<file path="config.mk">
export PLATFORM = sky130hd
export DESIGN_NAME = bbm_break_unit
export DESIGN_NICKNAME = d
export VERILOG_FILES = /design/src/include/bbm_pkg.sv /design/src/rtl/bbm_break_unit.sv /design/src/rtl/bbm_chan_match.sv
export SDC_FILE = /design/constraint.sdc
export NUM_CORES = 1
export LEC_CHECK = 0
export BUFFER_PORTS_ARGS = -buffer_cell sky130_fd_sc_hd__buf_2
export CAP_MARGIN = 20
export CORE_ASPECT_RATIO = 0.8
export CORE_MARGIN = 4
export CORE_UTILIZATION = 35
export CTS_CLUSTER_DIAMETER = 40
export DETAILED_ROUTE_END_ITERATION = 12
export PLACE_DENSITY_LB_ADDON = 0.2
export SLEW_MARGIN = 25
export SYNTH_ARGS = -nofsm -noshare
export SYNTH_HDL_FRONTEND = slang
export SYNTH_SLANG_ARGS = --single-unit
</file>
<file path="constraint.sdc">
create_clock -name clk -period 6 [get_ports clk]
set_clock_uncertainty 0.05 [all_clocks]
set_input_delay 0.9 -clock clk [delete_from_list [all_inputs] [get_ports clk]]
set_output_delay 0.9 -clock clk [all_outputs]
set_load 0.1 [all_outputs]
</file>
<file path="src/include/bbm_pkg.sv">
/*
 Package for the two-channel bus break monitor: register offsets, field positions, reset
 values, trigger pulse widths and the structs that carry bus cycles and channel settings.
 It assumes a core-side register port with word offsets and a single clock domain.
*/
package bbm_pkg;
    localparam logic [3:0] OFS_ADDR0 = 4'h0;
    localparam logic [3:0] OFS_AMASK0 = 4'h1;
    localparam logic [3:0] OFS_DATA0 = 4'h2;
    localparam logic [3:0] OFS_DMASK0 = 4'h3;
    localparam logic [3:0] OFS_CYC0 = 4'h4;
    localparam logic [3:0] OFS_ADDR1 = 4'h5;
    localparam logic [3:0] OFS_AMASK1 = 4'h6;
    localparam logic [3:0] OFS_DATA1 = 4'h7;
    localparam logic [3:0] OFS_DMASK1 = 4'h8;
    localparam logic [3:0] OFS_CYC1 = 4'h9;
    localparam logic [3:0] OFS_CTRL = 4'hA;
    localparam int CYC_IRQ_DIS = 13;
    localparam int CYC_DATA_EN = 12;
    localparam int CYC_BUS_HI = 7;
    localparam int CYC_BUS_LO = 6;
    localparam int CYC_FD_HI = 5;
    localparam int CYC_FD_LO = 4;
    localparam int CYC_RW_HI = 3;
    localparam int CYC_RW_LO = 2;
    localparam int CYC_SZ_HI = 1;
    localparam int CYC_SZ_LO = 0;
    localparam int CTL_FLAG_HI = 15;
    localparam int CTL_FLAG_LO = 12;
    localparam int CTL_CKS_HI = 9;
    localparam int CTL_CKS_LO = 8;
    localparam int CTL_CH1_FETCH_TIMING_SELECT = 6;
    localparam int CTL_CH0_FETCH_TIMING_SELECT = 5;
    localparam logic [31:0] CTL_WMASK = 32'h0000_0360;
    localparam logic [31:0] RST_WORD = 32'h0000_0000;
    localparam logic [15:0] RST_CYC = 16'h0000;
    localparam logic [1:0] SEL_CPU = 2'h1;
    localparam logic [1:0] SEL_INT = 2'h2;
    localparam logic [1:0] FD_FETCH = 2'h1;
    localparam logic [1:0] FD_DATA = 2'h2;
    localparam logic [1:0] RW_READ = 2'h1;
    localparam logic [1:0] RW_WRITE = 2'h2;
    localparam logic [1:0] SZ_NONE = 2'h0;
    localparam logic [3:0] BRK_LEVEL = 4'hF;
    localparam int CLK_MHZ = 250;
    localparam int PW0_NS = 4;
    localparam int PW1_NS = 8;
    localparam int PW2_NS = 16;
    localparam int PW3_NS = 32;
    localparam logic [7:0] PW0_CYC = 8'((PW0_NS * CLK_MHZ) / 1000);
    localparam logic [7:0] PW1_CYC = 8'((PW1_NS * CLK_MHZ) / 1000);
    localparam logic [7:0] PW2_CYC = 8'((PW2_NS * CLK_MHZ) / 1000);
    localparam logic [7:0] PW3_CYC = 8'((PW3_NS * CLK_MHZ) / 1000);

    typedef struct packed {
        logic valid;
        logic fetch;
        logic write;
        logic [1:0] size;
        logic [31:0] addr;
        logic [31:0] data;
    } bbm_cycle_s;

    typedef struct packed {
        logic [31:0] addr;
        logic [31:0] amask;
        logic [31:0] data;
        logic [31:0] dmask;
        logic [15:0] cyc;
    } bbm_chan_s;
endpackage : bbm_pkg

</file>
<file path="src/rtl/bbm_break_unit.sv">
/*
 Break unit for one core: two channel comparators, the register file, match flags,
 break request towards the interrupt controller and the trigger pin pulse generator.
 It assumes core buses registered on clk, and a one-cycle register port from its own core.
*/
`timescale 1ns/100ps
`default_nettype none
module bbm_break_unit (
    input wire logic clk,
    input wire logic rst,
    input wire logic [3:0] reg_offset,
    input wire logic reg_wr,
    input wire logic reg_rd,
    input wire logic [31:0] reg_wdata,
    output logic [31:0] reg_rdata_r,
    input wire bbm_pkg::bbm_cycle_s fetch_bus,
    input wire bbm_pkg::bbm_cycle_s mem_bus,
    input wire bbm_pkg::bbm_cycle_s int_bus,
    input wire logic fetch_retire,
    input wire logic [3:0] interrupt_mask_level,
    output logic break_req_r,
    output logic [3:0] break_level,
    output logic break_before_exec_r,
    output logic break_trigger_out_n_r
);
    bbm_pkg::bbm_chan_s ch_r [2];
    logic [31:0] ctrl_r;
    logic [7:0] pulse_cnt_r;
    logic [1:0] pend_after_r;
    wire logic [1:0] cpu_hit;
    wire logic [1:0] int_hit;

    // Per-channel comparators.
    for (genvar i = 0; i < 2; i++) begin : g_ch
        bbm_chan_match u_match (
            .clk(clk),
            .rst(rst),
            .cfg(ch_r[i]),
            .fetch_bus(fetch_bus),
            .mem_bus(mem_bus),
            .int_bus(int_bus),
            .cpu_hit_r(cpu_hit[i]),
            .int_hit_r(int_hit[i])
        );
    end

    function automatic logic [7:0] pulse_len(input logic [1:0] cks);
        case (cks)
            2'h0: pulse_len = bbm_pkg::PW0_CYC;
            2'h1: pulse_len = bbm_pkg::PW1_CYC;
            2'h2: pulse_len = bbm_pkg::PW2_CYC;
            default: pulse_len = bbm_pkg::PW3_CYC;
        endcase
    endfunction : pulse_len

    // Register decode.
    wire logic [3:0] ofs = reg_offset;
    wire logic wr_ctrl = reg_wr && (ofs == bbm_pkg::OFS_CTRL);
    wire logic [1:0] wr_sel = {reg_wr && ofs >= bbm_pkg::OFS_ADDR1 && ofs <= bbm_pkg::OFS_CYC1,
                               reg_wr && ofs <= bbm_pkg::OFS_CYC0};
    wire logic [3:0] ch_ofs = (ofs >= bbm_pkg::OFS_ADDR1) ? 4'(ofs - bbm_pkg::OFS_ADDR1) : ofs;

    // Match flags: bits 15..12 are ch1 CPU, ch0 CPU, ch1 internal, ch0 internal.
    wire logic [1:0] any_hit = cpu_hit | int_hit;
    wire logic [1:0] pcb = {ctrl_r[bbm_pkg::CTL_CH1_FETCH_TIMING_SELECT], ctrl_r[bbm_pkg::CTL_CH0_FETCH_TIMING_SELECT]};
    wire logic [1:0] irq_ok = {!ch_r[1].cyc[bbm_pkg::CYC_IRQ_DIS],
                               !ch_r[0].cyc[bbm_pkg::CYC_IRQ_DIS]};
    wire logic [3:0] flag_old = ctrl_r[bbm_pkg::CTL_FLAG_HI:bbm_pkg::CTL_FLAG_LO];
    wire logic [3:0] flag_keep = wr_ctrl ?
        (flag_old & reg_wdata[bbm_pkg::CTL_FLAG_HI:bbm_pkg::CTL_FLAG_LO]) : flag_old;
    wire logic [3:0] flag_nxt = flag_keep | {cpu_hit, int_hit};
    wire logic [31:0] ctrl_nxt = wr_ctrl ?
        ((reg_wdata & bbm_pkg::CTL_WMASK) | {16'h0000, flag_nxt, 12'h000}) :
        ((ctrl_r & bbm_pkg::CTL_WMASK) | {16'h0000, flag_nxt, 12'h000});

    // Break request: after-execution fetch breaks wait for the instruction to retire.
    wire logic [1:0] fetch_hit_now = cpu_hit & {ch_r[1].cyc[bbm_pkg::CYC_FD_LO],
                                                ch_r[0].cyc[bbm_pkg::CYC_FD_LO]};
    wire logic [1:0] defer = fetch_hit_now & pcb & irq_ok;
    wire logic [1:0] pend_nxt = fetch_retire ? 2'b00 : (pend_after_r | defer);
    wire logic [1:0] fire_now = (any_hit & irq_ok & ~defer)
                                | (fetch_retire ? (pend_after_r | defer) : 2'b00);
    wire logic [1:0] flag_by_ch = {flag_old[3] | flag_old[1], flag_old[2] | flag_old[0]};
    wire logic req_nxt = (|fire_now) || (|(flag_by_ch & irq_ok & ~pend_after_r));
    wire logic [7:0] pulse_nxt = (|any_hit) ?
        pulse_len(ctrl_r[bbm_pkg::CTL_CKS_HI:bbm_pkg::CTL_CKS_LO]) :
        ((pulse_cnt_r != 8'h00) ? 8'(pulse_cnt_r - 8'h01) : 8'h00);

    // Read mux.
    wire bbm_pkg::bbm_chan_s rd_ch = (ofs >= bbm_pkg::OFS_ADDR1) ? ch_r[1] : ch_r[0];
    wire logic [31:0] rd_word =
        (ofs == bbm_pkg::OFS_CTRL) ? ctrl_r :
        (ofs > bbm_pkg::OFS_CTRL) ? 32'h0000_0000 :
        (ch_ofs == bbm_pkg::OFS_ADDR0) ? rd_ch.addr :
        (ch_ofs == bbm_pkg::OFS_AMASK0) ? rd_ch.amask :
        (ch_ofs == bbm_pkg::OFS_DATA0) ? rd_ch.data :
        (ch_ofs == bbm_pkg::OFS_DMASK0) ? rd_ch.dmask : {16'h0000, rd_ch.cyc};

    assign break_level = bbm_pkg::BRK_LEVEL;

    // Channel registers; settings take effect the cycle after the write.
    for (genvar i = 0; i < 2; i++) begin : g_reg
        always_ff @(posedge clk) begin
            if (rst) begin
                ch_r[i] <= '{addr: bbm_pkg::RST_WORD, amask: bbm_pkg::RST_WORD,
                             data: bbm_pkg::RST_WORD, dmask: bbm_pkg::RST_WORD,
                             cyc: bbm_pkg::RST_CYC};
            end else if (wr_sel[i]) begin
                case (ch_ofs)
                    bbm_pkg::OFS_ADDR0: ch_r[i].addr <= reg_wdata;
                    bbm_pkg::OFS_AMASK0: ch_r[i].amask <= reg_wdata;
                    bbm_pkg::OFS_DATA0: ch_r[i].data <= reg_wdata;
                    bbm_pkg::OFS_DMASK0: ch_r[i].dmask <= reg_wdata;
                    default: ch_r[i].cyc <= reg_wdata[15:0];
                endcase
            end
        end
    end

    always_ff @(posedge clk) begin
        if (rst) begin
            ctrl_r <= bbm_pkg::RST_WORD;
            pulse_cnt_r <= 8'h00;
            pend_after_r <= 2'b00;
            break_req_r <= 1'b0;
            break_before_exec_r <= 1'b0;
            break_trigger_out_n_r <= 1'b1;
            reg_rdata_r <= bbm_pkg::RST_WORD;
        end else begin
            ctrl_r <= ctrl_nxt;
            pulse_cnt_r <= pulse_nxt;
            pend_after_r <= pend_nxt;
            break_req_r <= req_nxt;
            break_before_exec_r <= |(fire_now & ~pcb);
            break_trigger_out_n_r <= (pulse_nxt == 8'h00);
            reg_rdata_r <= reg_rd ? rd_word : reg_rdata_r;
        end
    end

    hit_sets_flag_a: assert property (@(posedge clk) disable iff (rst)
        cpu_hit[0] |=> ctrl_r[bbm_pkg::CTL_FLAG_HI - 1]) else $error("ch0 flag not set");
    one_keeps_flag_a: assert property (@(posedge clk) disable iff (rst)
        wr_ctrl && flag_old[0] && reg_wdata[bbm_pkg::CTL_FLAG_LO]
        |=> ctrl_r[bbm_pkg::CTL_FLAG_LO]) else $error("write 1 cleared flag");
    zero_clears_flag_a: assert property (@(posedge clk) disable iff (rst)
        wr_ctrl && !reg_wdata[bbm_pkg::CTL_FLAG_LO] && !int_hit[0]
        |=> !ctrl_r[bbm_pkg::CTL_FLAG_LO]) else $error("write 0 kept flag");
    hit_pulses_pin_a: assert property (@(posedge clk) disable iff (rst)
        (|any_hit) |=> !break_trigger_out_n_r) else $error("no trigger on hit");
    pin_idle_high_a: assert property (@(posedge clk) disable iff (rst)
        pulse_cnt_r == 8'h00 && !(|any_hit) |=> break_trigger_out_n_r)
        else $error("trigger low while idle");
    irq_dis_quiet_a: assert property (@(posedge clk) disable iff (rst)
        (irq_ok == 2'b00) |=> !break_req_r) else $error("request with irq disabled");
    hit_requests_a: assert property (@(posedge clk) disable iff (rst)
        (|(any_hit & irq_ok & ~pcb)) |=> break_req_r) else $error("no request on hit");
    level_fixed_a: assert property (@(posedge clk) disable iff (rst)
        break_req_r |-> break_level == bbm_pkg::BRK_LEVEL) else $error("bad level");
    after_waits_a: assert property (@(posedge clk) disable iff (rst)
        pend_after_r[0] && !fetch_retire && flag_by_ch == 2'b00 && !(|any_hit)
        |=> !break_req_r) else $error("after break fired early");
endmodule : bbm_break_unit
`default_nettype wire

</file>
<file path="src/rtl/bbm_chan_match.sv">
/*
 One break channel comparator: picks the bus the cycle register names and matches it.
 It assumes that bus cycle structs arrive registered on the same clock.
*/
`timescale 1ns/100ps
`default_nettype none
module bbm_chan_match (
    input wire logic clk,
    input wire logic rst,
    input wire bbm_pkg::bbm_chan_s cfg,
    input wire bbm_pkg::bbm_cycle_s fetch_bus,
    input wire bbm_pkg::bbm_cycle_s mem_bus,
    input wire bbm_pkg::bbm_cycle_s int_bus,
    output logic cpu_hit_r,
    output logic int_hit_r
);
    function automatic logic masked_eq(input logic [31:0] a, input logic [31:0] b,
                                       input logic [31:0] m);
        masked_eq = ((a ^ b) & ~m) == 32'h0000_0000;
    endfunction : masked_eq

    function automatic logic cyc_ok(input bbm_pkg::bbm_cycle_s c,
                                    input logic [15:0] s, input logic [31:0] ba,
                                    input logic [31:0] bam, input logic [31:0] bd,
                                    input logic [31:0] bdm);
        logic [1:0] fd;
        logic [1:0] rw;
        logic [1:0] sz;
        logic fd_ok;
        logic rw_ok;
        logic sz_ok;
        logic d_ok;
        fd = s[bbm_pkg::CYC_FD_HI:bbm_pkg::CYC_FD_LO];
        rw = s[bbm_pkg::CYC_RW_HI:bbm_pkg::CYC_RW_LO];
        sz = s[bbm_pkg::CYC_SZ_HI:bbm_pkg::CYC_SZ_LO];
        fd_ok = c.fetch ? fd[0] : fd[1];
        rw_ok = c.write ? rw[1] : rw[0];
        sz_ok = (sz == bbm_pkg::SZ_NONE) || (sz == c.size);
        d_ok = !s[bbm_pkg::CYC_DATA_EN] || c.fetch || masked_eq(c.data, bd, bdm);
        cyc_ok = c.valid && fd_ok && rw_ok && sz_ok && d_ok && masked_eq(c.addr, ba, bam)
                 && !(c.fetch && ba[0]);
    endfunction : cyc_ok

    wire logic [1:0] bus_sel = cfg.cyc[bbm_pkg::CYC_BUS_HI:bbm_pkg::CYC_BUS_LO];
    wire logic pairs_set = (bus_sel != 2'h0)
        && (cfg.cyc[bbm_pkg::CYC_FD_HI:bbm_pkg::CYC_FD_LO] != 2'h0)
        && (cfg.cyc[bbm_pkg::CYC_RW_HI:bbm_pkg::CYC_RW_LO] != 2'h0);
    wire bbm_pkg::bbm_cycle_s int_data_only = '{valid: int_bus.valid && !int_bus.fetch,
        fetch: 1'b0, write: int_bus.write, size: int_bus.size,
        addr: int_bus.addr, data: int_bus.data};
    wire logic cpu_fetch_hit = cyc_ok(fetch_bus, cfg.cyc, cfg.addr, cfg.amask, cfg.data,
                                      cfg.dmask);
    wire logic cpu_data_hit = cyc_ok(mem_bus, cfg.cyc, cfg.addr, cfg.amask, cfg.data,
                                     cfg.dmask);
    wire logic cpu_nxt = pairs_set && bus_sel[0] && (cpu_fetch_hit || cpu_data_hit);
    wire logic int_nxt = pairs_set && bus_sel[1] && !bus_sel[0]
        && cyc_ok(int_data_only, cfg.cyc, cfg.addr, cfg.amask, cfg.data, cfg.dmask);

    always_ff @(posedge clk) begin
        if (rst) begin
            cpu_hit_r <= 1'b0;
            int_hit_r <= 1'b0;
        end else begin
            cpu_hit_r <= cpu_nxt;
            int_hit_r <= int_nxt;
        end
    end

    no_sel_no_hit_a: assert property (@(posedge clk) disable iff (rst)
        !pairs_set |=> !cpu_hit_r && !int_hit_r) else $error("hit with select pair 00");
endmodule : bbm_chan_match
`default_nettype wire

</file>
==> impl_metrics.csv, run 1 <==
group,metric,value,unit
sta,tightest_slew,1.064,ns
sta,max_freq,0.2430,GHz
critical_path,startpoint,"reg_offset[0]",
yosys,synth_edf_count,288,
power,power,7.950,mW
clocking,clockBufferDepth,3,
detailed_routing,antenna_left,0,
sta,post-route-period-util,68.59,%
power,pwr-share-comb,20.4,%
yosys,synth_seq_cells,345,
grt,grt_overflow,0,
finish,area_growth,19.51,%
critical_path,worstSetupPathType,"primary input to flip-flop",
clocking,ctsResizeCount,0,
detailed_routing,via_count,19250,
clocking,cts_max_level,2,
yosys,yosysWarnings,0,
critical_path,required,6.25,ns
critical_path,path_cells,"buf_2, inv_1, buf_4, ha_1, mux2_4, nand3_2, o21bai_4, buf_4",
critical_path,crit_buf_inv,4,
die,io_pins,291,
die,die_y,230.2,µm
yosys,synth_area_per_cell,10.23,µm²
sta,relSlewSlack,28.88,%
place,io_buffers,282,
finish,finalNetCount,2633,
grt,track_usage,31.13,%
clocking,clkTransAtPathRegs,0.06,ns
sta,maxSlewViolCount,0,
worst_hold_path,min-delay-start,"reg_rdata_r[20]",
detailed_routing,first_pass_iters,6,
grt,antenna_found_initial,9,
sta,rsz0062_at_grt,"false",
power,internal-power,5.294,mW
yosys,ys_seq_area_share,45.32,%
power,p_leak,9.131,nW
run,maxCapViolCount,0,
critical_path,worstSetupEndpointType,"flip-flop",
detailed_routing,route.detailed.drc,0,
clocking,ctsHoldBuffers,0,
clocking,cts.root.buffer_cell,"clkbuf_16",
finish,n_fill_cell,5908,
power,cellPowerDensity,308.0,nW/µm²
worst_hold_path,hp-class,"flip-flop to flip-flop",
grt,grt_pass1_vias,18230,
power,switching_power,2.656,mW
sta,setup_tns,0,ns
clocking,clk_latency,0.62,ns
critical_path,r2r-start,"ch_r[0][53]",
yosys,async_flop_share,0,%
critical_path,crit_fanout,41,
critical_path,cpMostUsedCell,"buf_4",
clocking,cts.sinks,345,
detailed_routing,vias_per_cell,5.914,
yosys,synth_top_area_share,40.04,%
grt,grt_pass1_wl,144800,µm
die,die_w,285.7,µm
die,core-area,61110,µm²
yosys,synth_area_leaders,"edfxtp_1 (40%), xnor2_1 (16%), and2_1 (8.4%)",
outcome,outcome,"finished, final reports clean",
yosys,yosysUniqueCellTypes,68,
finish,final_common_cell,"xnor2_1",
clocking,cts_tree,"yes",
critical_path,slowest_stage,"o21bai_4",
power,p_sw_share,33.41,%
critical_path,cp-start-kind,"primary input",
yosys,syn_inst,2112,
detailed_routing,drt-initial-drc-count,2595,
power,vdd_drop_max,0.0002201,V
detailed_routing,wl_per_cell,32.51,µm
critical_path,crit_path_max_incr_delay,0.95,ns
place,globalplace.congestion,1.035,
power,seq_power_share,39.2,%
finish,final_cell_mix,"xnor2_1 (387), and2_1 (290), edfxtp_1 (288), buf_2 (282), o22ai_1 (200)",
clocking,post-cts-setup-buffers,0,
critical_path,crit_arrival,4.37,ns
sta,finalHoldViolCount,0,
sta,post-route-min-period,4.115,ns
place,dpl.hpwl,81750,µm
yosys,synth_area,21600,µm²
die,rows,81,
sta,setup_viol,0,
yosys,synthFlopType,"edfxtp_1",
die,die-area,65780,µm²
grt,grt_max_degree,106,
die,start_util,35.34,%
power,power.share.clock,40.5,%
yosys,yosys.area.top_type,"edfxtp_1",
critical_path,critical_path.top_delay_family,"buffers and inverters",
clocking,cts_buffers,54,
detailed_routing,postRouteWirelength,105800,µm
finish,drive_above_1_share,18.99,%
## registers in the layout (all words and copies together), names as in the netlist
register	flops
break_before_exec_r	1
break_req_r	1
break_trigger_out_n_r	1
ch_r	288
ctrl_r	8
g_ch.u_match.cpu_hit_r	2
g_ch.u_match.int_hit_r	2
pend_after_r	2
pulse_cnt_r	8
reg_rdata_r	32
## area by class of cell
type	instances	area, µm²	area share (%)
flip-flops and latches	345	9789	37.92
clock inverters	37	405.4	1.570
multi-input cells	1628	11300	43.78
diodes	3	7.507	0.02908
repair buffers	319	1702	6.592
inverters	28	105.1	0.4072
well taps	830	1039	4.023
clock buffers	65	1464	5.671
## metrics by stage
step	cells	area [µm²]	hold WS [ns]	util, %	setup slack [ns]
detailed placement	3150	23930	0.4085	39.16	1.350
finish	3255	25810	0.4193	42.24	1.885
global placement	3150	23930	0.4036	39.15	1.405
global route	3252	25810	0.4208	42.23	1.733
floorplan	2115	21610	0.3883	-	0.7324
CTS	3252	25800	0.4085	42.21	1.967
## worst paths after layout
check | cells after the start | slack [ns] | end
worst max-delay path | 8 | 1.88 | ch_r[1][129]
worst min-delay path | 2 | 0.42 | reg_rdata_r[20]
worst max register to register | 6 | 2.74 | g_ch[0].u_match.int_hit_r
worst min register to register | 2 | 0.42 | reg_rdata_r[20]
## cell families (layout without fill, tap and decap cells)
group,Yosys count,count (layout),synth area share [%]
xor+xnor,392,392,15.93
mux,59,59,3.244
fa+ha+maj,5,5,0.2896
buf+inv,142,449,2.977
flops,345,345,45.32
simple gates,733,733,18.58
compound gates,435,435,13.64
other cells,1,7,0.01736
## routing by layer
layer	part of all wire [%]	global-route usage [%]
met5	0.028	0
met2	44	48.07
met4	2.9	7.920
met1	43	44.89
met3	10	5.946
## Yosys cell counts (all sizes together), types with 20 or more instances
library cell and count:
nor3 32, nor4 34, dfxtp 57, nor2 157
a31oi 21, nand4 31, a21oi 38, xnor2 388
inv 28, clkbuf 60, mux2i 47, nand3 20
buf 54, and2 290, a2111oi 27, edfxtp 288
and3 30, or3 26, o22ai 200, nand2 76
o21ai 40
## tightest hold or removal path, stage by stage, from the launching register on
cell	delay (ns)
dfxtp_1	0.30
nand2b_1	0.06
a21oi_1	0.06
## power groups by stage
stage                     Combinational (mW)  Sequential (mW)  Clock [mW]
after floorplan                        0.889             3.11           0
after global placement                  1.58             3.14           0
after detailed placement                1.59             3.14           0
after CTS                               1.60             3.10        3.25
after global routing                    1.71             3.12        3.36
final                                   1.62             3.11        3.22
Power figures use the tool's default switching activity.
==> run 2, diff against run 1 <==
==> constraint.sdc (replaced) <==
create_clock -name clk -period 4.2 [get_ports clk]
set_clock_uncertainty 0.05 [all_clocks]
set_input_delay 0.63 -clock clk [delete_from_list [all_inputs] [get_ports clk]]
set_output_delay 0.63 -clock clk [all_outputs]
set_load 0.1 [all_outputs]
==> impl_metrics.csv, run 2 (synthesized netlist as in run 1, its figures left out) <==
group,metric,value,unit
outcome,outcome,"finished, final reports clean",
power,p_leak,9.263,nW
power,cellPowerDensity,438.6,nW/µm²
detailed_routing,first_pass_iters,5,
grt,grt_pass1_vias,18780,
critical_path,regToRegEndpoint,"g_ch[1].u_match.cpu_hit_r",
sta,maxSlewViolCount,0,
clocking,cts_buffers,56,
die,io_pins,291,
place,place_area,24170,µm²
critical_path,worstSetupEndpointType,"flip-flop",
finish,fin_cells,3275,
sta,rsz0062_at_grt,"false",
critical_path,crit_fanout,28,
power,pwr-share-comb,20.5,%
die,core-area,61110,µm²
clocking,ctsResizeCount,0,
sta,post-route-period-util,82.74,%
grt,antenna_found_initial,5,
die,rows,81,
clocking,clkTransAtPathRegs,0.06,ns
critical_path,slowest_stage,"a2111oi_0",
clocking,post-cts-setup-buffers,0,
worst_hold_path,hp-class,"primary input to flip-flop",
finish,final_cell_mix,"xnor2_1 (387), and2_1 (290), edfxtp_1 (288), buf_2 (282), o22ai_1 (200)",
place,dpl.hpwl,80770,µm
place,globalplace.congestion,1.032,
clocking,cts_tree,"yes",
sta,setup_tns,0,ns
power,switching_power,3.768,mW
clocking,cts.sinks,345,
critical_path,r2r-start,"ch_r[1][57]",
critical_path,worstSetupPathType,"primary input to flip-flop",
detailed_routing,antenna_left,0,
critical_path,critical_path.top_delay_family,"compound AO/OA/AOI/OAI gates",
grt,track_usage,30.65,%
worst_hold_path,min-delay-start,"fetch_retire",
detailed_routing,drt-initial-drc-count,2712,
detailed_routing,via_count,19610,
grt,grt_max_degree,68,
power,vdd_drop_max,0.0003187,V
worst_hold_path,worstHoldEndpoint,"pend_after_r[0]",
finish,drive_above_1_share,19.44,%
run,maxCapViolCount,0,
finish,top_regs,"ch_r: 288 flops, reg_rdata_r: 32 flops",
die,die_w,285.7,µm
place,dpl_worst_slack,0.2444,ns
finish,finalNetCount,2654,
critical_path,r2r_setup_slack,1.18,ns
sta,setup_viol,0,
sta,setup_slack,0.7250,ns
finish,multi_input_area,11300,µm²
sta,tightest_slew,1.098,ns
critical_path,rr_worst_depth,6,
die,start_util,35.34,%
critical_path,crit_buf_inv,3,
critical_path,crit_arrival,3.85,ns
clocking,cts.root.buffer_cell,"clkbuf_16",
worst_hold_path,hold_depth,2,
clocking,ctsHoldBuffers,0,
finish,n_fill_cell,5855,
power,power.share.clock,40.6,%
critical_path,cpMostUsedCell,"a2111oi_0",
finish,top_register,"ch_r",
finish,final_area,26040,µm²
power,p_sw_share,32.98,%
detailed_routing,wl_per_cell,31.87,µm
clocking,clockBufferDepth,3,
place,place_inst,3169,
die,die_y,230.2,µm
place,io_buffers,282,
detailed_routing,vias_per_cell,5.988,
critical_path,crit_path_max_incr_delay,0.70,ns
power,internal-power,7.655,mW
sta,post-route-min-period,3.475,ns
clocking,clk_latency,0.63,ns
sta,finalHoldViolCount,0,
critical_path,path_cells,"buf_2, inv_1, ha_1, nand2b_1, a21o_4, buf_4, nor2_1, a2111oi_0, a2111oi_0, a2111oi_1",
power,power,11.42,mW
finish,final_common_cell,"xnor2_1",
finish,largest_reg_flops,288,
detailed_routing,postRouteWirelength,104400,µm
critical_path,startpoint,"reg_offset[1]",
die,die-area,65780,µm²
grt,grt_pass1_wl,144100,µm
finish,area_growth,20.57,%
critical_path,cp-start-kind,"primary input",
clocking,cts_max_level,2,
grt,grt_overflow,0,
finish,regArea,9789,µm²
critical_path,required,4.58,ns
power,seq_power_share,38.9,%
sta,max_freq,0.2878,GHz
sta,relSlewSlack,26.11,%
detailed_routing,route.detailed.drc,0,
[run 2: cell types whose count changed in the layout (fill, tap and decap cells not counted), sizes merged]
cell and change:
buf +19, bufinv +1, clkbuf -1, clkinv +5
diode -2, inv -2
[run 2: final cells by class]
class / instances / share of cell area [%]
multi-input combinational: 1628 / 43.39
clock inverter: 41 / 1.542
sequential: 345 / 37.59
antenna: 1 / 0.009609
inverter: 28 / 0.4036
clock buffer: 64 / 5.655
timing repair buffer: 338 / 7.418
tap: 830 / 3.988
[run 2: metrics by stage]
stage,hold slack (ns),util [%]
2_1_floorplan,0.3883,-
3_3_place_gp,0.4034,39.54
3_5_place_dp,0.4008,39.54
4_1_cts,0.1362,42.61
5_1_grt,0.1593,42.61
6_report,0.1609,42.61
[run 2: how the worst max path moves through the flow]
stage,to,cells after the start
3_5_place_dp,ch_r[0][117],10
5_1_grt,reg_rdata_r[6],10
4_1_cts,reg_rdata_r[6],10
2_1_floorplan,ch_r[0][100],11
6_report,reg_rdata_r[6],10
3_3_place_gp,ch_r[0][121],10
[run 2: power groups by stage]
stage               combinational, mW  sequential, mW  clock, mW
floorplan                        1.28            4.45          0
detailed placement               2.29            4.49          0
CTS                              2.30            4.42       4.67
global route                     2.47            4.45       4.83
finish                           2.34            4.45       4.63
global placement                 2.27            4.48          0
[run 2: routing by layer]
metal,wire [µm],track usage [%],up-vias,part of all wire (%)
met3,11180,6.799,213,11
li1,-,-,8348,-
met2,45090,45.77,1263,43
met5,41,0,-,0.039
met1,43860,43.58,9781,42
met4,4203,11.10,6,4.0
